--- src/fdcsf_defs.svh ---
`ifndef FDCSF_DEFS_SVH
`define FDCSF_DEFS_SVH

// Register byte offsets
`define FDCSF_OFF_RES_B 8'h00
`define FDCSF_OFF_RES_C 8'h04
`define FDCSF_OFF_DRV 8'h08
`define FDCSF_OFF_IRQ_ST 8'h0C
`define FDCSF_OFF_IRQ_MSK 8'h10

// result_status_b fields
`define FDCSF_B_MISS_MARK 0

// result_status_c fields
`define FDCSF_C_UNUSED 7
`define FDCSF_C_DELETED 6
`define FDCSF_C_CRC 5
`define FDCSF_C_CYL 4
`define FDCSF_C_SEQ 3
`define FDCSF_C_SUNS 2
`define FDCSF_C_BAD 1
`define FDCSF_C_MD 0

// drive_signal_status fields
`define FDCSF_D_FT 7
`define FDCSF_D_WP 6
`define FDCSF_D_RDY 5
`define FDCSF_D_T0 4
`define FDCSF_D_TS 3
`define FDCSF_D_HD 2
`define FDCSF_D_US1 1
`define FDCSF_D_US0 0

// Interrupt status and mask fields
`define FDCSF_IRQ_W 6
`define FDCSF_I_MISS 0
`define FDCSF_I_CRC 1
`define FDCSF_I_CYL 2
`define FDCSF_I_SEQ 3
`define FDCSF_I_SUNS 4
`define FDCSF_I_RDY 5

// Reset values
`define FDCSF_RST_RES 8'h00
`define FDCSF_RST_IRQ 6'h00

// Values
`define FDCSF_BAD_CYL 8'hFF
`define FDCSF_PRI_LO 10'h3F1
`define FDCSF_PRI_HI 10'h3F7
`define FDCSF_PRI_ALT 10'h1F7
`define FDCSF_SEC_LO 10'h371
`define FDCSF_SEC_HI 10'h377
`define FDCSF_SEC_ALT 10'h177
`define FDCSF_RESP_OKAY 2'h0
`define FDCSF_RESP_SLVERR 2'h2

// Pin to status latency: two sync flops plus the status flop
`define FDCSF_PIN_LAT 3

`endif

--- src/fdcsf_pkg.sv ---
package fdcsf_pkg;

  typedef enum logic [1:0] {
    FDCSF_WS_IDLE = 2'h1,
    FDCSF_WS_RESP = 2'h2
  } fdcsf_wr_state_t;

  typedef enum logic [1:0] {
    FDCSF_RS_IDLE = 2'h1,
    FDCSF_RS_DATA = 2'h2
  } fdcsf_rd_state_t;

endpackage

--- src/fdcsf_sync_if.sv ---
`timescale 1ns/1ns
`default_nettype none

interface fdcsf_sync_if #(
  parameter int W = 17
);
  logic [W-1:0] raw;
  logic [W-1:0] sync;

  modport owner (output raw, input sync);
  modport syncer (input raw, output sync);
endinterface

`default_nettype wire

--- src/fdcsf_top.sv ---
`timescale 1ns/1ns
`default_nettype none
`include "fdcsf_defs.svh"

module fdcsf_top #(
  parameter int ADDR_W = 8
) (
  // Clock and reset
  input wire logic i_clk,
  input wire logic i_rst_b,
  // AXI4-Lite write address and data
  input wire logic i_awvalid,
  output logic o_awready,
  input wire logic [ADDR_W-1:0] i_awaddr,
  input wire logic [2:0] i_awprot,
  input wire logic i_wvalid,
  output logic o_wready,
  input wire logic [31:0] i_wdata,
  input wire logic [3:0] i_wstrb,
  // AXI4-Lite write response
  output logic o_bvalid,
  input wire logic i_bready,
  output logic [1:0] o_bresp,
  // AXI4-Lite read
  input wire logic i_arvalid,
  output logic o_arready,
  input wire logic [ADDR_W-1:0] i_araddr,
  input wire logic [2:0] i_arprot,
  output logic o_rvalid,
  input wire logic i_rready,
  output logic [31:0] o_rdata,
  output logic [1:0] o_rresp,
  // Command engine events, same clock
  input wire logic i_result_clear,
  input wire logic i_cmd_read,
  input wire logic i_cmd_scan,
  input wire logic i_ev_no_data_mark,
  input wire logic i_ev_deleted_mark,
  input wire logic i_ev_data_crc_err,
  input wire logic i_ev_scan_equal,
  input wire logic i_ev_scan_unsat,
  input wire logic i_id_check,
  input wire logic [7:0] i_medium_cyl,
  input wire logic [7:0] i_sector_id_cyl,
  // Drive selects as driven by the controller, same clock
  input wire logic i_head_side,
  input wire logic [1:0] i_unit_sel,
  // Drive pins, asynchronous
  input wire logic i_drive_fault,
  input wire logic i_write_protect,
  input wire logic i_drive_ready,
  input wire logic i_track_zero,
  input wire logic i_two_sided,
  // Host I/O decode pins, asynchronous
  input wire logic i_drive_group_sel,
  input wire logic i_io_aen,
  input wire logic [9:0] i_io_addr,
  output logic o_io_sel,
  output logic [2:0] o_io_port,
  // Interrupt
  output logic o_irq
);

  localparam int PIN_W = 17;

  initial begin
    if (ADDR_W < 8 || ADDR_W > 32) begin
      $error("fdcsf_top: ADDR_W must lie between 8 and 32");
    end
  end

  // Widened first so the upper-bits test also holds at ADDR_W of 8
  function automatic logic is_mapped(input logic [ADDR_W-1:0] a);
    logic [31:0] wide;
    logic [7:0] lo;
    wide = 32'(a);
    lo = a[7:0];
    is_mapped = (wide[31:8] == 24'h0) &&
      (lo == `FDCSF_OFF_RES_B || lo == `FDCSF_OFF_RES_C ||
       lo == `FDCSF_OFF_DRV || lo == `FDCSF_OFF_IRQ_ST ||
       lo == `FDCSF_OFF_IRQ_MSK);
  endfunction

  function automatic logic io_hit(input logic [9:0] a, input logic grp);
    if (grp) begin
      io_hit = (a >= `FDCSF_PRI_LO && a <= `FDCSF_PRI_HI) ||
        a == `FDCSF_PRI_ALT;
    end else begin
      io_hit = (a >= `FDCSF_SEC_LO && a <= `FDCSF_SEC_HI) ||
        a == `FDCSF_SEC_ALT;
    end
  endfunction

  // Pin synchroniser
  fdcsf_sync_if #(.W(PIN_W)) pins ();

  assign pins.raw = {i_io_aen, i_io_addr, i_drive_group_sel, i_drive_fault,
    i_write_protect, i_drive_ready, i_track_zero, i_two_sided};

  fdcsf_sync #(.W(PIN_W)) u_sync (
    .i_clk(i_clk),
    .i_rst_b(i_rst_b),
    .bus(pins.syncer)
  );

  logic s_aen;
  logic [9:0] s_addr;
  logic s_grp;
  logic [4:0] s_drv;
  assign s_aen = pins.sync[16];
  assign s_addr = pins.sync[15:6];
  assign s_grp = pins.sync[5];
  assign s_drv = pins.sync[4:0];

  // Status registers
  logic res_b_miss_q;
  logic [6:0] res_c_q;
  logic [7:0] drv_q;
  logic rdy_prev_q;
  logic [`FDCSF_IRQ_W-1:0] irq_st_q;
  logic [`FDCSF_IRQ_W-1:0] irq_msk_q;

  logic miss_ev;
  logic del_ev;
  logic cyl_ev;
  logic bad_ev;
  logic seq_ev;
  logic suns_ev;
  logic rdy_ev;
  assign miss_ev = i_ev_no_data_mark;
  assign del_ev = i_ev_deleted_mark && (i_cmd_read || i_cmd_scan);
  assign cyl_ev = i_id_check && (i_medium_cyl != i_sector_id_cyl);
  assign bad_ev = cyl_ev && (i_medium_cyl == `FDCSF_BAD_CYL);
  assign seq_ev = i_cmd_scan && i_ev_scan_equal;
  assign suns_ev = i_cmd_scan && i_ev_scan_unsat;
  assign rdy_ev = s_drv[2] != rdy_prev_q;

  // Clear starts a new command; an event in the same cycle still lands
  always_ff @(posedge i_clk) begin
    if (!i_rst_b) begin
      res_b_miss_q <= 1'b0;
      res_c_q <= 7'(`FDCSF_RST_RES);
    end else begin
      if (i_result_clear) begin
        res_b_miss_q <= 1'b0;
        res_c_q <= 7'h00;
      end
      if (miss_ev) begin
        res_b_miss_q <= 1'b1;
        res_c_q[`FDCSF_C_MD] <= 1'b1;
      end
      if (del_ev) begin
        res_c_q[`FDCSF_C_DELETED] <= 1'b1;
      end
      if (i_ev_data_crc_err) begin
        res_c_q[`FDCSF_C_CRC] <= 1'b1;
      end
      if (cyl_ev) begin
        res_c_q[`FDCSF_C_CYL] <= 1'b1;
      end
      if (seq_ev) begin
        res_c_q[`FDCSF_C_SEQ] <= 1'b1;
      end
      if (suns_ev) begin
        res_c_q[`FDCSF_C_SUNS] <= 1'b1;
      end
      if (bad_ev) begin
        res_c_q[`FDCSF_C_BAD] <= 1'b1;
      end
    end
  end

  // Live drive view; selects are the levels this controller drives
  always_ff @(posedge i_clk) begin
    if (!i_rst_b) begin
      drv_q <= `FDCSF_RST_RES;
      rdy_prev_q <= 1'b0;
    end else begin
      drv_q <= {s_drv, i_head_side, i_unit_sel};
      rdy_prev_q <= s_drv[2];
    end
  end

  // Legacy port decode, registered
  always_ff @(posedge i_clk) begin
    if (!i_rst_b) begin
      o_io_sel <= 1'b0;
      o_io_port <= 3'h0;
    end else begin
      o_io_sel <= !s_aen && io_hit(s_addr, s_grp);
      o_io_port <= s_addr[2:0];
    end
  end

  // AXI write channel
  fdcsf_pkg::fdcsf_wr_state_t wst_q;
  logic aw_got_q;
  logic w_got_q;
  logic [ADDR_W-1:0] awaddr_q;
  logic [31:0] wdata_q;
  logic [3:0] wstrb_q;
  logic aw_fire;
  logic w_fire;
  logic wr_go;
  logic [ADDR_W-1:0] wr_addr;
  logic [31:0] wr_data;
  logic [3:0] wr_strb;

  assign aw_fire = i_awvalid && o_awready;
  assign w_fire = i_wvalid && o_wready;
  assign wr_go = (wst_q == fdcsf_pkg::FDCSF_WS_IDLE) &&
    (aw_got_q || aw_fire) && (w_got_q || w_fire);
  assign wr_addr = aw_fire ? i_awaddr : awaddr_q;
  assign wr_data = w_fire ? i_wdata : wdata_q;
  assign wr_strb = w_fire ? i_wstrb : wstrb_q;

  always_ff @(posedge i_clk) begin
    if (!i_rst_b) begin
      wst_q <= fdcsf_pkg::FDCSF_WS_IDLE;
      aw_got_q <= 1'b0;
      w_got_q <= 1'b0;
      awaddr_q <= '0;
      wdata_q <= 32'h0;
      wstrb_q <= 4'h0;
      o_awready <= 1'b1;
      o_wready <= 1'b1;
      o_bvalid <= 1'b0;
      o_bresp <= `FDCSF_RESP_OKAY;
    end else begin
      unique case (wst_q)
        fdcsf_pkg::FDCSF_WS_IDLE: begin
          if (aw_fire) begin
            aw_got_q <= 1'b1;
            awaddr_q <= i_awaddr;
            o_awready <= 1'b0;
          end
          if (w_fire) begin
            w_got_q <= 1'b1;
            wdata_q <= i_wdata;
            wstrb_q <= i_wstrb;
            o_wready <= 1'b0;
          end
          if (wr_go) begin
            wst_q <= fdcsf_pkg::FDCSF_WS_RESP;
            o_bvalid <= 1'b1;
            o_bresp <= is_mapped(wr_addr) ? `FDCSF_RESP_OKAY :
              `FDCSF_RESP_SLVERR;
          end
        end
        fdcsf_pkg::FDCSF_WS_RESP: begin
          if (i_bready) begin
            wst_q <= fdcsf_pkg::FDCSF_WS_IDLE;
            o_bvalid <= 1'b0;
            aw_got_q <= 1'b0;
            w_got_q <= 1'b0;
            o_awready <= 1'b1;
            o_wready <= 1'b1;
          end
        end
      endcase
    end
  end

  // Interrupts: sticky, write one to clear, a new event beats the clear
  logic [`FDCSF_IRQ_W-1:0] irq_ev;
  logic [`FDCSF_IRQ_W-1:0] irq_clr;
  assign irq_ev = {rdy_ev, suns_ev, seq_ev, cyl_ev, i_ev_data_crc_err,
    miss_ev};
  assign irq_clr = (wr_go && wr_strb[0] &&
    wr_addr[7:0] == `FDCSF_OFF_IRQ_ST && is_mapped(wr_addr)) ?
    wr_data[`FDCSF_IRQ_W-1:0] : '0;

  always_ff @(posedge i_clk) begin
    if (!i_rst_b) begin
      irq_st_q <= `FDCSF_RST_IRQ;
      irq_msk_q <= `FDCSF_RST_IRQ;
      o_irq <= 1'b0;
    end else begin
      irq_st_q <= (irq_st_q & ~irq_clr) | irq_ev;
      if (wr_go && wr_strb[0] && is_mapped(wr_addr) &&
          wr_addr[7:0] == `FDCSF_OFF_IRQ_MSK) begin
        irq_msk_q <= wr_data[`FDCSF_IRQ_W-1:0];
      end
      o_irq <= |(((irq_st_q & ~irq_clr) | irq_ev) & irq_msk_q);
    end
  end

  // AXI read channel; result and drive status registers have no write path at all
  fdcsf_pkg::fdcsf_rd_state_t rst_q;
  logic ar_fire;
  logic [31:0] rd_word;
  assign ar_fire = i_arvalid && o_arready;

  always_comb begin
    rd_word = 32'h0;
    unique case (i_araddr[7:0])
      `FDCSF_OFF_RES_B: rd_word[`FDCSF_B_MISS_MARK] = res_b_miss_q;
      `FDCSF_OFF_RES_C: rd_word[7:0] = {1'b0, res_c_q};
      `FDCSF_OFF_DRV: rd_word[7:0] = drv_q;
      `FDCSF_OFF_IRQ_ST: rd_word[`FDCSF_IRQ_W-1:0] = irq_st_q;
      `FDCSF_OFF_IRQ_MSK: rd_word[`FDCSF_IRQ_W-1:0] = irq_msk_q;
      default: rd_word = 32'h0;
    endcase
    if (!is_mapped(i_araddr)) begin
      rd_word = 32'h0;
    end
  end

  always_ff @(posedge i_clk) begin
    if (!i_rst_b) begin
      rst_q <= fdcsf_pkg::FDCSF_RS_IDLE;
      o_arready <= 1'b1;
      o_rvalid <= 1'b0;
      o_rdata <= 32'h0;
      o_rresp <= `FDCSF_RESP_OKAY;
    end else begin
      unique case (rst_q)
        fdcsf_pkg::FDCSF_RS_IDLE: begin
          if (ar_fire) begin
            rst_q <= fdcsf_pkg::FDCSF_RS_DATA;
            o_arready <= 1'b0;
            o_rvalid <= 1'b1;
            o_rdata <= rd_word;
            o_rresp <= is_mapped(i_araddr) ? `FDCSF_RESP_OKAY :
              `FDCSF_RESP_SLVERR;
          end
        end
        fdcsf_pkg::FDCSF_RS_DATA: begin
          if (i_rready) begin
            rst_q <= fdcsf_pkg::FDCSF_RS_IDLE;
            o_rvalid <= 1'b0;
            o_arready <= 1'b1;
          end
        end
      endcase
    end
  end

  // Checks; pin relations wait until the sync pipe has refilled
  logic [1:0] up_q;
  always_ff @(posedge i_clk) begin
    if (!i_rst_b) begin
      up_q <= 2'h0;
    end else if (up_q != 2'h3) begin
      up_q <= up_q + 2'h1;
    end
  end
endmodule

`default_nettype wire

--- src/fdcsf_sync.sv ---
`timescale 1ns/1ns
`default_nettype none

module fdcsf_sync #(
  parameter int W = 17
) (
  // Clock and reset
  input wire logic i_clk,
  input wire logic i_rst_b,
  // Pins in, synchronised levels out
  fdcsf_sync_if.syncer bus
);

  logic [W-1:0] meta_q;
  logic [W-1:0] sync_q;

  initial begin
    if (W < 1) begin
      $error("fdcsf_sync: width must be at least one");
    end
  end

  // First stage feeds the second stage only
  genvar g;
  generate
    for (g = 0; g < W; g++) begin : g_bit
      always_ff @(posedge i_clk) begin
        if (!i_rst_b) begin
          meta_q[g] <= 1'b0;
          sync_q[g] <= 1'b0;
        end else begin
          meta_q[g] <= bus.raw[g];
          sync_q[g] <= meta_q[g];
        end
      end
    end
  endgenerate

  assign bus.sync = sync_q;

endmodule

`default_nettype wire

--- config.mk ---
export PLATFORM = sky130hd
export DESIGN_NAME = fdcsf_top
export DESIGN_NICKNAME = d
export VERILOG_FILES = /design/src/fdcsf_pkg.sv /design/src/fdcsf_sync_if.sv /design/src/fdcsf_top.sv /design/src/fdcsf_sync.sv
export VERILOG_INCLUDE_DIRS = /design/src /design/src/src
export SDC_FILE = /design/constraint.sdc
export NUM_CORES = 1
export LEC_CHECK = 0
export BUFFER_PORTS_ARGS = -buffer_cell sky130_fd_sc_hd__buf_2
export CAP_MARGIN = 15
export CORE_MARGIN = 2
export CORE_UTILIZATION = 35
export CTS_CLUSTER_SIZE = 40
export DETAILED_ROUTE_END_ITERATION = 8
export GPL_TIMING_DRIVEN = 0
export PLACE_DENSITY = 0.7
export SKIP_LAST_GASP = 1
export SLEW_MARGIN = 20
export SYNTH_ARGS = -nofsm -noshare
export SYNTH_HDL_FRONTEND = slang
export SYNTH_HIERARCHICAL = 1
export SYNTH_SLANG_ARGS = --single-unit
--- constraint.sdc ---
create_clock -name i_clk -period 2 [get_ports i_clk]
set_clock_uncertainty 0.1 [all_clocks]
set_input_delay 0.1 -clock i_clk [delete_from_list [all_inputs] [get_ports i_clk]]
set_output_delay 0.1 -clock i_clk [all_outputs]
set_load 0.005 [all_outputs]
## Word-level counts from Yosys, hierarchy flattened

Index checks and enable logic that the tools add are counted.
Widths: inputs -> output; s select.

| word-level totals | value |
|---|---|
| flip-flop bits (word level) | 130 |
| input port bits | 110 |
| logic and storage cells | 189 |

| operators by class | value |
|---|---|
| $lt $le $gt $ge | 4 |
| eq/ne operators | 23 |
| mux-type cells | 46 |
| bitwise operators | 4 |
| reduce and logical (&&, ||, !) cells | 48 |

Operators by type and width:

| kind | count |
|---|---|
| $eq 8x4->1 const B | 4 |
| $mux 1 | 23 |
| $eq 10x9->1 const B | 2 |
| $ge 10x10->1 const B | 2 |
| $le 10x10->1 const B | 2 |
| $pmux 5 s4 | 1 |
| $logic_and 1x1->1 | 18 |
| $eq 8x3->1 const B | 2 |
| $eq 8x5->1 const B | 2 |
| $logic_not 8->1 | 2 |
| $mux 8 | 2 |
| $pmux 1 s2 | 7 |
| $reduce_bool 2->1 | 7 |
| $logic_or 1x1->1 | 13 |
| $and 6x6->6 | 2 |
| $mux 2 | 6 |
| $mux 6 | 2 |
| $ne 2x2->1 const B | 6 |
| $pmux 2 s2 | 3 |
| $reduce_and 2->1 | 6 |
| $eq 8x8->1 const B | 1 |
| $ne 8x8->1 | 1 |
| $mux 7 | 1 |
| $not 6->6 | 1 |
| 7 further kinds | 9 |

## Longest topological paths before layout

Gate-level depths: netlist of the first run.

| depth | value |
|---|---|
| word-level depth | 14 |
| mapped depth | 8 |
| depth with buffers taken out | 6 |

## By module

Netlist of the first run, hierarchy kept.

Modules (own cells, without submodules):

| module | instances | cells each | area each (µm²) | sequential area each (µm²) |
|---|---|---|---|---|
| fdcsf_top | 1 | 347 | 3173.0 | 1301.2 |
| fdcsf_sync | 1 | 71 | 950.9 | 680.7 |

## Least setup slack after synthesis of the first run

No wires, ideal clock.

| timing path | value |
|---|---|
| path kind | register to register |
| start | reg o_awready |
| end | reg o_irq |
| arrival | 1.823 ns |
| required time | 1.775 ns |
| setup slack | -0.048 ns |
| stages on the path, launching flop included | 7 |
| period minus slack after synthesis | 2.048 ns |
| path through | dfxtp_1 and2_1 buf_2 mux2i_2 o2111ai_4 a211o_1 o41a_1 |

| on the way | value |
|---|---|
| cells in the longest elaborated chain, start to end | 14 |

RTL lines:

| item | line | RTL |
|---|---|---|
| start: declaration | fdcsf_top.sv:13 | `output logic o_awready,` |
| start signal: assignment | fdcsf_top.sv:225 | `o_awready <= 1'b1;` |
| start signal: assignment | fdcsf_top.sv:235 | `o_awready <= 1'b0;` |
| start signal: assignment | fdcsf_top.sv:256 | `o_awready <= 1'b1;` |
| $logic_and 1x1->1 * | fdcsf_top.sv:209 | `assign aw_fire = i_awvalid && o_awready;` |
| $mux 8 | -- |  |
| $eq 8x3->1 (no source line) / $logic_not 8->1 (equally long branches) | -- |  |
| $logic_or 1x1->1 (no source line) (4 in series) | -- |  |
| $logic_and 1x1->1 * | fdcsf_top.sv:269 | `assign irq_clr = (wr_go && wr_strb[0] &&` |
| $mux 6 * | fdcsf_top.sv:269 |  |
| $not 6->6 * | fdcsf_top.sv:284 | `o_irq <= \|(((irq_st_q & ~irq_clr) \| irq_ev) & irq_msk_q);` |
| $and 6x6->6 * | fdcsf_top.sv:284 |  |
| $or 6x6->6 * | fdcsf_top.sv:284 |  |
| $and 6x6->6 * | fdcsf_top.sv:284 |  |
| $reduce_or 6->1 * | fdcsf_top.sv:284 |  |
| end signal: assignment | fdcsf_top.sv:284 |  |
| end: declaration | fdcsf_top.sv:61 | `output logic o_irq` |

Mark *: on every way between the ends. The rest lies on a longest branch, timed or not.
A chain may end at the register's enable or synchronous reset.

## Final worst setup path of the first run

| timing path | value |
|---|---|
| start | reg o_wready |
| end | reg o_irq |

| on the way | value |
|---|---|
| cells in the longest elaborated chain, start to end | 12 |

RTL lines:

| item | line | RTL |
|---|---|---|
| start: declaration | fdcsf_top.sv:17 | `output logic o_wready,` |
| start signal: assignment | fdcsf_top.sv:226 | `o_wready <= 1'b1;` |
| start signal: assignment | fdcsf_top.sv:241 | `o_wready <= 1'b0;` |
| start signal: assignment | fdcsf_top.sv:257 | `o_wready <= 1'b1;` |
| $logic_and 1x1->1 * | fdcsf_top.sv:210 | `assign w_fire = i_wvalid && o_wready;` |
| $logic_or 1x1->1 | fdcsf_top.sv:212 | `(aw_got_q \|\| aw_fire) && (w_got_q \|\| w_fire);` |
| $logic_and 1x1->1 | fdcsf_top.sv:212 |  |
| $logic_and 1x1->1 | fdcsf_top.sv:269 |  |
| $logic_and 1x1->1 (no source line) | -- |  |
| $logic_and 1x1->1 | fdcsf_top.sv:269 |  |
| $mux 6 * | fdcsf_top.sv:269 |  |
| $not 6->6 * | fdcsf_top.sv:284 |  |
| $and 6x6->6 * | fdcsf_top.sv:284 |  |
| $or 6x6->6 * | fdcsf_top.sv:284 |  |
| $and 6x6->6 * | fdcsf_top.sv:284 |  |
| $reduce_or 6->1 * | fdcsf_top.sv:284 |  |

Marks and branches as above.

==> results of run 1 <==
==> worst paths after layout <==
kind / cells past startpoint / slack [ns] / to / start
max: 7 / -0.19 / o_irq$_SDFF_PN0_ / o_wready$_SDFFE_PN1P_
min: 3 / 0.03 / res_c_q[6]$_SDFFE_PN0P_ / i_cmd_read
max reg2reg: 7 / -0.19 / o_irq$_SDFF_PN0_ / o_wready$_SDFFE_PN1P_
min reg2reg: 1 / 0.32 / drv_q[4]$_SDFF_PN0_ / u_sync/bus.sync[1]$_SDFF_PN0_
==> flip-flops by register name, indices dropped and copies added, names as in the netlist, 3 cells and up <==
name / count
awaddr_q: 8
drv_q: 8
irq_msk_q: 6
irq_st_q: 6
o_io_port: 3
o_rdata: 8
res_c_q: 6
u_sync/bus.sync: 17
u_sync/meta_q: 17
wdata_q: 6
==> cells in the mapped netlist, drive strengths merged <==
| cell | n |
|---|---|
| nor2b | 19 |
| o2111ai | 1 |
| o311a | 1 |
| nor4b | 1 |
| o211ai | 2 |
| o21a | 6 |
| a2111oi | 1 |
| nand3b | 6 |
| a31oi | 1 |
| a211o | 1 |
| a22oi | 12 |
| inv | 8 |
| o41a | 1 |
| dfxtp | 99 |
| a21oi | 7 |
| o32ai | 1 |
| xnor2 | 8 |
| nor2 | 8 |
| and2 | 50 |
| buf | 29 |
| or3 | 3 |
| nor4 | 2 |
| conb | 1 |
| mux2 | 1 |
| clkbuf | 14 |
| o21ai | 17 |
| mux2i | 18 |
| or4 | 1 |
| nand2b | 8 |
| nor3 | 3 |
| a21boi | 21 |
| o211a | 7 |
| nand4 | 4 |
| nand3 | 3 |
| nand2 | 40 |
| nand4b | 2 |
| xor2 | 2 |
| o22ai | 8 |
| o221ai | 1 |
==> power by group through the flow <==
stage	Combinational [uW]	Clock, uW	Sequential, uW
2_1_floorplan	480	0	2220
3_3_place_gp	674	0	2230
3_5_place_dp	700	0	2230
4_1_cts	790	1700	2190
5_1_grt	900	1790	2210
6_report	812	1660	2190
==> layout by cell type, fill, tap and decap left out, drive strengths merged, types with 18 or more instances in the layout <==
cell type,instances
a21boi,21
and2,50
buf,128
clkbuf,24
conb,26
dfxtp,99
dlygate4sd3,46
mux2i,18
nand2,40
nor2b,19
==> metal layers <==
metal  wire length [um]  part of all wire [%]  vias to the layer above
li1                   -                     -                     1742
met1               3890                    39                     1616
met2               5280                    54                      105
met3                530                   5.4                       16
met4                150                   1.5                        0
met5                  0                     0                        -
==> critical path, cell delays in order (launching register included) <==
cell     delay (ns)
dfxtp_1        0.40
and2_1         0.15
buf_4          0.18
mux2i_1        0.19
a21oi_1        0.23
o22ai_1        0.11
a211o_1        0.29
o41a_1         0.42
==> cell families after synthesis <==
| family | count (synthesis) | synth area share, % |
|---|---|---|
| AND/OR/NAND/NOR | 150 | 22.2 |
| flip-flops | 99 | 48.1 |
| AO/OA/AOI/OAI | 88 | 15.6 |
| buffers and inverters | 51 | 7.25 |
| multiplexers | 19 | 4.73 |
| XOR/XNOR | 10 | 2.12 |
| other | 1 | 0.0909 |
==> area by class of cell <==
type	count	area [um^2]	share of cell area (%)
clock buffer	10	239	4.18
clock inverter	6	55.1	0.963
tap	143	179	3.13
buffer	43	283	4.95
timing repair buffer	145	968	16.9
inverter	8	30.0	0.525
sequential	99	1980	34.7
multi-input combinational	293	1980	34.6
==> what timing repair did <==
item | in CTS | in global routing
setup buffers | 3 | 1
hold buffers | 46 | 0
gates cloned | 0 | 1
setup endpoints to repair | 6 | 9
gates resized for setup | 3 | 15
pin swaps | 2 | 1
endpoints found under the hold margin | 49 | 0
==> per-stage QoR <==
step	utilization (%)	hold WS (ns)	setup WS, ns
after global placement	42.5	0.214	-0.167
after floorplan	-	0.124	0.0178
after global routing	49.8	0.0640	-0.290
after CTS	49.4	0.0180	-0.179
final	49.8	0.0281	-0.187
after detailed placement	42.5	0.213	-0.190
==> results by group, run 1 <==
Global route
  • Number of antenna violations at the first check in global routing: 0
  • GRT met1 Usage: between 10% and 20%
  • Grt met3 use: approximately 3.8%
  • Pin count of the biggest net entering global routing: 19
  • First-pass GRT wire length: approximately 16000 um
  • Via count of the first global-routing pass: between 3000 and 4000
  • Grt peak-use layer: met2
  • Gr ovfl total: 0
  • Overall routing resource usage: between 10% and 20%
  • GRT met2 Usage: just under 30%

Final layout
  • Fill cell count: roughly 1100
  • Final Instance Area: 5720 um^2
  • Non-Filler Instances: between 700 and 800
  • Final layout net count: 709
  • Antenna Diode Count: 0
  • Layout cell share with drive strength beyond 1: around 33%
  • Synth-to-layout area growth: 38.6%

Clock tree
  • TritonCTS clock tree: done
  • Total CTS buffers: 9
  • Clk_lat worst skew: ~0.34 ns
  • Clock tree root buffer cell: clkbuf_16
  • Maximum clock path buffer count: 2
  • Clock transition at the registers of the reported paths: ~0.070 ns
  • CTS H-Tree Depth: 3
  • CTS Sinks: about 100

Pwr
  • Static leakage: 0.00256 uW
  • Clock share of power: 35.6%
  • Peak supply drop: about 440 uV
  • P_int: 3420 uW
  • Sw frac: approximately a quarter
  • Logic pwr share: about 17%
  • Sequential share of power: a little under half
  • Net Switching: around 1200 uW
  • Total Power: about 4700 uW
  • PwrDens: roughly 820 nW/um^2

Detailed routing
  • DR iter-0 viols: around 180
  • Number of detailed-route iterations in the first pass: 4
  • Avg Vias per Cell: about 4.7
  • Antenna-violating nets left: 0
  • Avg WL per Cell: 13.2 um
  • Total via count after detailed routing: ~3500
  • Final WL: about 9900 um
  • Detailed-route DRC error count: 0

Critical path
  • Setup CP Type: register to register
  • Endpoint type of the worst setup path: register
  • Type of origin of the critical path: register
  • Endpoint arrival time on the critical path: approximately 2.3 ns
  • Peak fanout along the critical path: 9
  • Critical Path RT: around 2.1 ns

Die
  • Die boundary height: approximately 110 um
  • Starting utilization of the core area: 36.0%
  • Area of the die: approximately 13000 um^2
  • Core area: about 11000 um^2
  • Site Rows: 39
  • Die extent in x: 113 um
  • Total I/O pin count: about 160

Hold path
  • HP Class: input pin to register

Flow run
  • MaxCap Viol Count: 0

Logic synthesis
  • Total number of yosys warnings: 6
  • Post-synthesis cell area: between 4000 and 5000 um^2
  • Distinct cells, synth: 48
  • Area fraction of the dominant cell type after synthesis: 48.1%
  • Register area share after synthesis: between 40% and 50%
  • Number of storage elements in the synthesis netlist: 99
  • Cell types with the largest area share after synthesis: dfxtp_1 48%, and2_2 6.2%, buf_4 4.9%
  • Syn Inst Count: 418
  • Cell taking the most area after synthesis: dfxtp_1
  • Mapped Avg Cell Area: ~9.9 um^2

STA
  • Final worst-path cycle share: 109%
  • Setup TNS: -0.249 ns
  • RSZ-0062 raised after global routing: true
  • Count of final max-slew check failures: 0
  • Setup slack after layout: -0.187 ns
  • Number of setup violations in the final report: 3
  • Top achievable clock speed: between 400 and 500 MHz
  • Fin crit period: 2.19 ns
  • Remaining max-slew budget at the tightest pin: between 40% and 50%
  • Final hold viol count: 0
  • Worst Max-Slew Pin Slew: approximately 0.78 ns

Outcome
  • Run status: finished, violations left
  • Failing checks: negative setup slack

Place
  • DP Area: 4880 um^2
  • Final HPWL from detailed placement: about 7000 um
  • Quantity of I/O buffers inserted on ports: 94
  • Cell count after placement: slightly below 700
  • Final GP Congestion: 0.822
(Power assumes the default switching activity.)
==> inputs of run 2 (changes only) <==
--- a/config.mk
+++ b/config.mk
@@ -13,7 +13,8 @@
 export CTS_CLUSTER_SIZE = 40
 export DETAILED_ROUTE_END_ITERATION = 8
 export GPL_TIMING_DRIVEN = 0
-export PLACE_DENSITY = 0.7
+export MAX_ROUTING_LAYER = met4
+export PLACE_DENSITY = 0.67
 export SKIP_LAST_GASP = 1
 export SLEW_MARGIN = 20
 export SYNTH_ARGS = -nofsm -noshare
==> constraint.sdc (replaced) <==
create_clock -name i_clk -period 2.3 [get_ports i_clk]
set_clock_uncertainty 0.1 [all_clocks]
set_input_delay 0.115 -clock i_clk [delete_from_list [all_inputs] [get_ports i_clk]]
set_output_delay 0.115 -clock i_clk [all_outputs]
set_load 0.005 [all_outputs]
==> results by group, run 2 (synthesis results as in run 1) <==
Place
  • Cell count after placement: 680 (unchanged)
  • Quantity of I/O buffers inserted on ports: 94 (unchanged)
  • Final HPWL from detailed placement: 6960 um (-1.8%)
  • Final GP Congestion: 0.819 (-0.36%)
  • DP Area: 4870 um^2 (-0.23%)

Clock tree
  • Clock transition at the registers of the reported paths: 0.07 ns (about the same)
  • TritonCTS clock tree: done
  • Maximum clock path buffer count: 2 (unchanged)
  • CTS Sinks: 99 (unchanged)
  • Total CTS buffers: 9 (unchanged)
  • CTS H-Tree Depth: 3 (unchanged)
  • Clock tree root buffer cell: clkbuf_16
  • Clk_lat worst skew: 0.34 ns (about the same)

Detailed routing
  • Avg WL per Cell: 12.9 um (-1.9%)
  • Avg Vias per Cell: 4.57 (-1.8%)
  • Total via count after detailed routing: 3379 (-2.9%)
  • DR iter-0 viols: 131 (-28%)
  • Antenna-violating nets left: 0 (unchanged)
  • Number of detailed-route iterations in the first pass: 4 (unchanged)
  • Final WL: 9570 um (-2.9%)
  • Detailed-route DRC error count: 0 (unchanged)

STA
  • Remaining max-slew budget at the tightest pin: 60.9% (+13 points)
  • Top achievable clock speed: between 400 and 500 MHz
  • Final hold viol count: 0 (unchanged)
  • Fin crit period: 2.28 ns
  • Final worst-path cycle share: 99.1%
  • Worst Max-Slew Pin Slew: 0.584 ns (-0.193 ns)
  • RSZ-0062 raised after global routing: false
  • Setup TNS: 0 ns (+0.249 ns)
  • Number of setup violations in the final report: 0 (-3)
  • Count of final max-slew check failures: 0 (unchanged)
  • Hold_ws: 0.00728 ns (-0.0208 ns)

Global route
  • Gr ovfl total: 0 (unchanged)
  • Via count of the first global-routing pass: 3344 (-4.3%)
  • Pin count of the biggest net entering global routing: 17 (-2)
  • Overall routing resource usage: 15.5% (about the same)
  • Number of antenna violations at the first check in global routing: 0 (unchanged)
  • First-pass GRT wire length: 15200 um (-3.9%)

Pwr
  • P_int: 3130 uW (-8.7%)
  • Sequential share of power: 45.7% (-1.3 points)
  • Static leakage: 0.00253 uW (-1.1%)
  • Peak supply drop: 365 uV (-18%)
  • PwrDens: 737 nW/um^2 (-9.7%)
  • Sw frac: 24.9% (-1.7 points)
  • Net Switching: 1040 uW (-16%)
  • Logic pwr share: 16.4% (-1.0 points)
  • Clock share of power: 37.9% (+2.3 points)

Critical path
  • Critical Path RT: 2.41 ns (+0.29 ns)
  • Endpoint type of the worst setup path: register
  • Crit path largest cell delay: 0.56 ns (+0.14 ns)
  • Setup CP Type: input pin to register
  • Peak fanout along the critical path: 6 (-3)
  • Worst path cell trace: dlygate4sd3_1 -> or3_4 -> nor4_4 -> buf_4 -> o2111ai_4 -> o211ai_1 -> o21ai_1 -> o41a_1
  • Flop2flop setup slack: 0.03 ns (+0.22 ns)
  • Critical-path top delay cell: dlygate4sd3_1
  • Endpoint arrival time on the critical path: 2.39 ns (+0.08 ns)
  • Type of origin of the critical path: input pin

Outcome
  • Run status: finished, final reports clean

Final layout
  • Fill cell count: 1066 (+0.47%)
  • Most frequent standard cell in the layout excluding fill and tap cells: dfxtp_1
  • Antenna Diode Count: 0 (unchanged)
  • Area used by multi-input combinational logic: 1970 um^2 (-0.44%)
  • Final Instance Area: 5650 um^2 (-1.2%)
  • Layout cell share with drive strength beyond 1: 32.0% (-0.90 points)
  • Synth-to-layout area growth: 37.0%
  • Sequential cell area: 1980 um^2 (-0.13%)
  • Non-Filler Instances: 739 (-1.1%)
  • Final layout net count: 701 (-1.1%)
  • Commonest cells after routing, fill and taps aside: 99 x dfxtp_1, 93 x buf_2, 40 x nand2_1

Flow run
  • MaxCap Viol Count: 0 (unchanged)

Die
  • Total I/O pin count: 156 (unchanged)
  • Area of the die: 12700 um^2 (unchanged)
  • Die boundary height: 113 um (unchanged)
  • Core area: 11500 um^2 (unchanged)
  • Site Rows: 39 (unchanged)
  • Die extent in x: 113 um (unchanged)
  • Starting utilization of the core area: 36.0% (unchanged)

Hold path
  • HP Class: input pin to register
## run 2: area by class of cell
type                            instances  share of cell area (%)
Buffer                                 43                    4.85
Clock inverter                          7                    1.64
Inverter                                8                   0.532
Sequential cell                        99                    35.1
Timing Repair Buffer                  137                    15.9
Clock buffer                            9                    3.99
Tap cell                              143                    3.17
Multi-Input combinational cell        293                    34.8
## run 2: final timing paths
path / startpoint / endpoint / cells after the start
max: i_awaddr[1] / o_irq$_SDFF_PN0_ / 8
min: i_wvalid / o_wready$_SDFFE_PN1P_ / 3
max reg2reg: awaddr_q[7]$_SDFFE_PN0N_ / o_irq$_SDFF_PN0_ / 7
min reg2reg: u_sync/bus.sync[1]$_SDFF_PN0_ / drv_q[4]$_SDFF_PN0_ / 1
## run 2: worst max-delay path: cells and delay by family
kind                   cells  cell delay, ns
AOI/OAI and AO/OA          4            0.91
and+or+nand+nor            2            0.62
buffers and inverters      2            0.75
## run 2: timing repair
| action | in CTS | in global routing |
|---|---|---|
| hold buffers | 40 | 0 |
| resized for setup | 0 | 11 |
| endpoints found under the setup margin | 0 | 6 |
| setup buffers | 0 | 4 |
| hold endpoints to repair | 42 | 0 |
## run 2: power by group through the flow
stage	clock [uW]	sequential (uW)	combinational, uW
after floorplan	0	1930	413
after global placement	0	1940	584
after detailed placement	0	1940	604
after CTS	1600	1900	659
after global routing	1690	1910	756
final	1580	1900	684
## run 2: per-stage QoR
step	total power, uW	utilization [%]	setup slack (ns)
3_3_place_gp	2520	42.4	0.0215
5_1_grt	4370	49.3	0.00427
3_5_place_dp	2540	42.4	0.0239
4_1_cts	4160	48.7	0.00292
6_report	4170	49.3	0.0216
2_1_floorplan	2340	-	0.252
## run 2: routing by layer
metal / GRT usage [%] / routed length [um]
met1: 15.8 / 3830
met3: 3.89 / 425
met2: 28.6 / 5170
met5: - / 0
met4: 5.61 / 141
==> inputs of run 3 (changes only) <==
--- a/config.mk
+++ b/config.mk
@@ -19,5 +19,4 @@
 export SLEW_MARGIN = 20
 export SYNTH_ARGS = -nofsm -noshare
 export SYNTH_HDL_FRONTEND = slang
-export SYNTH_HIERARCHICAL = 1
 export SYNTH_SLANG_ARGS = --single-unit
==> results by group, run 3 <==
Critical path
  • Type of origin of the critical path: register
  • Setup CP Type: register to register
  • Peak fanout along the critical path: 10 (+4)
  • Worst path cell trace: buf_2 -> nand2_2 -> mux2i_1 -> a22o_1 -> a2111oi_0 -> a41oi_1
  • Critical Path RT: 2.40 ns (about the same)
  • Count of buffering cells on the critical path with inverters included: 1 (-1)
  • Endpoint arrival time on the critical path: 2.14 ns (-0.25 ns)
  • Critical-path top delay cell: a2111oi_0
  • Endpoint type of the worst setup path: register
  • Crit path largest cell delay: 0.42 ns (-0.14 ns)
  • CP delay by family, top: compound AO/OA/AOI/OAI gates

Global route
  • Pin count of the biggest net entering global routing: 19 (+2)
  • First-pass GRT wire length: 16000 um (+5.8%)
  • Number of antenna violations at the first check in global routing: 0 (unchanged)
  • Gr ovfl total: 0 (unchanged)
  • Via count of the first global-routing pass: 3395 (+1.5%)
  • Overall routing resource usage: 16.6% (+1.1 points)

Detailed routing
  • Avg Vias per Cell: 4.74 (+3.6%)
  • Detail Route met2 WL: 4970 um (-3.9%)
  • Total via count after detailed routing: 3580 (+5.9%)
  • Routed met3 length: 738 um (+74%)
  • Avg WL per Cell: 13.5 um (+4.5%)
  • Detailed-route DRC error count: 0 (unchanged)
  • Final WL: 10200 um (+6.9%)
  • Max layer used: met4
  • DR iter-0 viols: 230 (+76%)
  • Metal1 wirelength: 4250 um (+11%)
  • Antenna-violating nets left: 0 (unchanged)
  • Number of detailed-route iterations in the first pass: 4 (unchanged)

Clock tree
  • TritonCTS clock tree: done
  • CTS H-Tree Depth: 3 (unchanged)
  • Number of gates resized after cts: 0 (unchanged)
  • Clock tree root buffer cell: clkbuf_16
  • Maximum clock path buffer count: 2 (unchanged)
  • Total CTS buffers: 9 (unchanged)
  • CTS Sinks: 99 (unchanged)
  • Clk_lat worst skew: 0.34 ns (about the same)
  • Clock transition at the registers of the reported paths: 0.07 ns (about the same)

Die
  • Die boundary height: 112 um (-0.65%)
  • Core area: 11400 um^2 (-0.85%)
  • Area of the die: 12500 um^2 (-1.3%)
  • Starting utilization of the core area: 35.8% (-0.18 points)
  • Total I/O pin count: 156 (unchanged)
  • Site Rows: 39 (unchanged)
  • Die extent in x: 112 um (-0.65%)

STA
  • Worst Max-Slew Pin Slew: 0.646 ns (+0.0619 ns)
  • Top achievable clock speed: 489 MHz (+11%)
  • Fin crit period: 2.04 ns (-0.234 ns)
  • Setup slack after layout: 0.256 ns (+0.234 ns)
  • Remaining max-slew budget at the tightest pin: 56.8% (-4.1 points)
  • Number of setup violations in the final report: 0 (unchanged)
  • Final worst-path cycle share: 88.9% (-10 points)
  • Count of final max-slew check failures: 0 (unchanged)
  • RSZ-0062 raised after global routing: false
  • Setup TNS: 0 ns (unchanged)
  • Final hold viol count: 0 (unchanged)
  • Hold_ws: 0.0197 ns (+0.0124 ns)

Place
  • Quantity of I/O buffers inserted on ports: 93 (-1.1%)
  • Final GP Congestion: 0.858 (+4.8%)
  • Worst slack, placed: 0.277 ns (+0.253 ns)
  • Final HPWL from detailed placement: 7520 um (+8.0%)

Final layout
  • Layout cell share with drive strength beyond 1: 26.1% (-5.9 points)
  • Commonest cells after routing, fill and taps aside: 99 x dfxtp_1, 96 x buf_2, 47 x and2_1
  • Final layout net count: 718 (+2.4%)
  • Most frequent standard cell in the layout excluding fill and tap cells: dfxtp_1
  • Antenna Diode Count: 0 (unchanged)
  • Synth-to-layout area growth: 36.0%

Pwr
  • Peak supply drop: 422 uV (+16%)
  • PwrDens: 743 nW/um^2 (+0.73%)
  • Static leakage: 0.00242 uW (-4.3%)

Logic synthesis
  • Most frequent cell after synthesis: dfxtp_1
  • Syn Inst Count: 436 (+4.3%)
  • Mapped Avg Cell Area: 9.33 um^2 (-5.4%)
  • Register area share after synthesis: 48.7% (+0.65 points)
  • Prevailing post-synth register cell: dfxtp_1
  • Total number of yosys warnings: 0 (-6)
  • Area fraction of the dominant cell type after synthesis: 48.7% (+0.65 points)
  • Number of enable-type register cells in the synthesized netlist: 0 (unchanged)
  • Cell types with the largest area share after synthesis: dfxtp_1 49%, and2_1 7.2%, buf_4 4.8%
  • Post-synthesis cell area: 4070 um^2 (-1.3%)
  • Cell taking the most area after synthesis: dfxtp_1
  • Share of flip-flops with an asynchronous set or reset: 0% (unchanged)
  • Synth top cells by count: 99 x dfxtp_1, 47 x and2_1, 37 x a21oi_1
  • Distinct cells, synth: 59 (+23%)
  • Number of storage elements in the synthesis netlist: 99 (unchanged)

Flow run
  • MaxCap Viol Count: 0 (unchanged)

Hold path
  • HP Class: input pin to register

Outcome
  • Run status: finished, final reports clean
[run 3: per-stage QoR]
step | instances | utilization [%] | power [uW] | cell area [um^2]
after floorplan | 461 | - | 2400 | 4160
after global placement | 697 | 42.3 | 2600 | 4810
after detailed placement | 697 | 42.3 | 2630 | 4810
after CTS | 756 | 48.7 | 4140 | 5530
after global routing | 756 | 48.7 | 4300 | 5530
final | 756 | 48.7 | 4110 | 5530
[run 3: what timing repair did]
item / CTS / global route
endpoints found under the hold margin: 45 / 0
hold buffers: 43 / 0
setup buffers: 0 / 0
[run 3: final cells by class]
| cell class | instances | area, um^2 |
|---|---|---|
| repair buffers | 136 | 896 |
| inverters | 11 | 41.3 |
| multi-input cells | 307 | 1870 |
| fillers | 1064 | 5840 |
| clock inverters | 6 | 56.3 |
| plain buffers | 44 | 274 |
| flip-flops and latches | 99 | 1980 |
| well taps | 143 | 179 |
| clock buffers | 10 | 239 |
[run 3: routing by layer]
| metal | global-route usage [%] | vias up |
|---|---|---|
| li1 | - | 1813 |
| met1 | 19.4 | 1612 |
| met2 | 27.3 | 130 |
| met3 | 4.19 | 25 |
| met4 | 6.58 | 0 |
| met5 | - | - |
[run 3: kinds of logic after synthesis]
| group | Yosys count | synth area share, % |
|---|---|---|
| AOI/OAI and AO/OA | 105 | 17.5 |
| xor gates and xnor gates | 10 | 2.15 |
| buffers and inverters | 55 | 7.75 |
| DFF | 99 | 48.7 |
| muxes | 12 | 3.08 |
| other | 1 | 0.0922 |
| and+or+nand+nor | 154 | 20.8 |
[run 3: power breakdown]
part | total (uW) | switching (uW) | internal, uW
logic | 721 | 382 | 339
clock network | 1450 | 668 | 785
registers | 1940 | 81.4 | 1850
total | 4110 | 1130 | 2980
[run 3: final timing paths]
check	end	startpoint	cells past startpoint	slack (ns)
min reg2reg	u_sync.bus.sync[5]$_SDFF_PN0_	u_sync.meta_q[5]$_SDFF_PN0_	1	0.33
min	o_rresp[1]$_SDFFE_PN0P_	i_araddr[6]	3	0.02
max	o_irq$_SDFF_PN0_	o_wready$_SDFFE_PN1P_	6	0.26
max reg2reg	o_irq$_SDFF_PN0_	o_wready$_SDFFE_PN1P_	6	0.26
[run 3: tightest hold or removal path, stage by stage]
cell	delay, ns
buf_2	0.11
nor2_1	0.06
a31oi_1	0.14
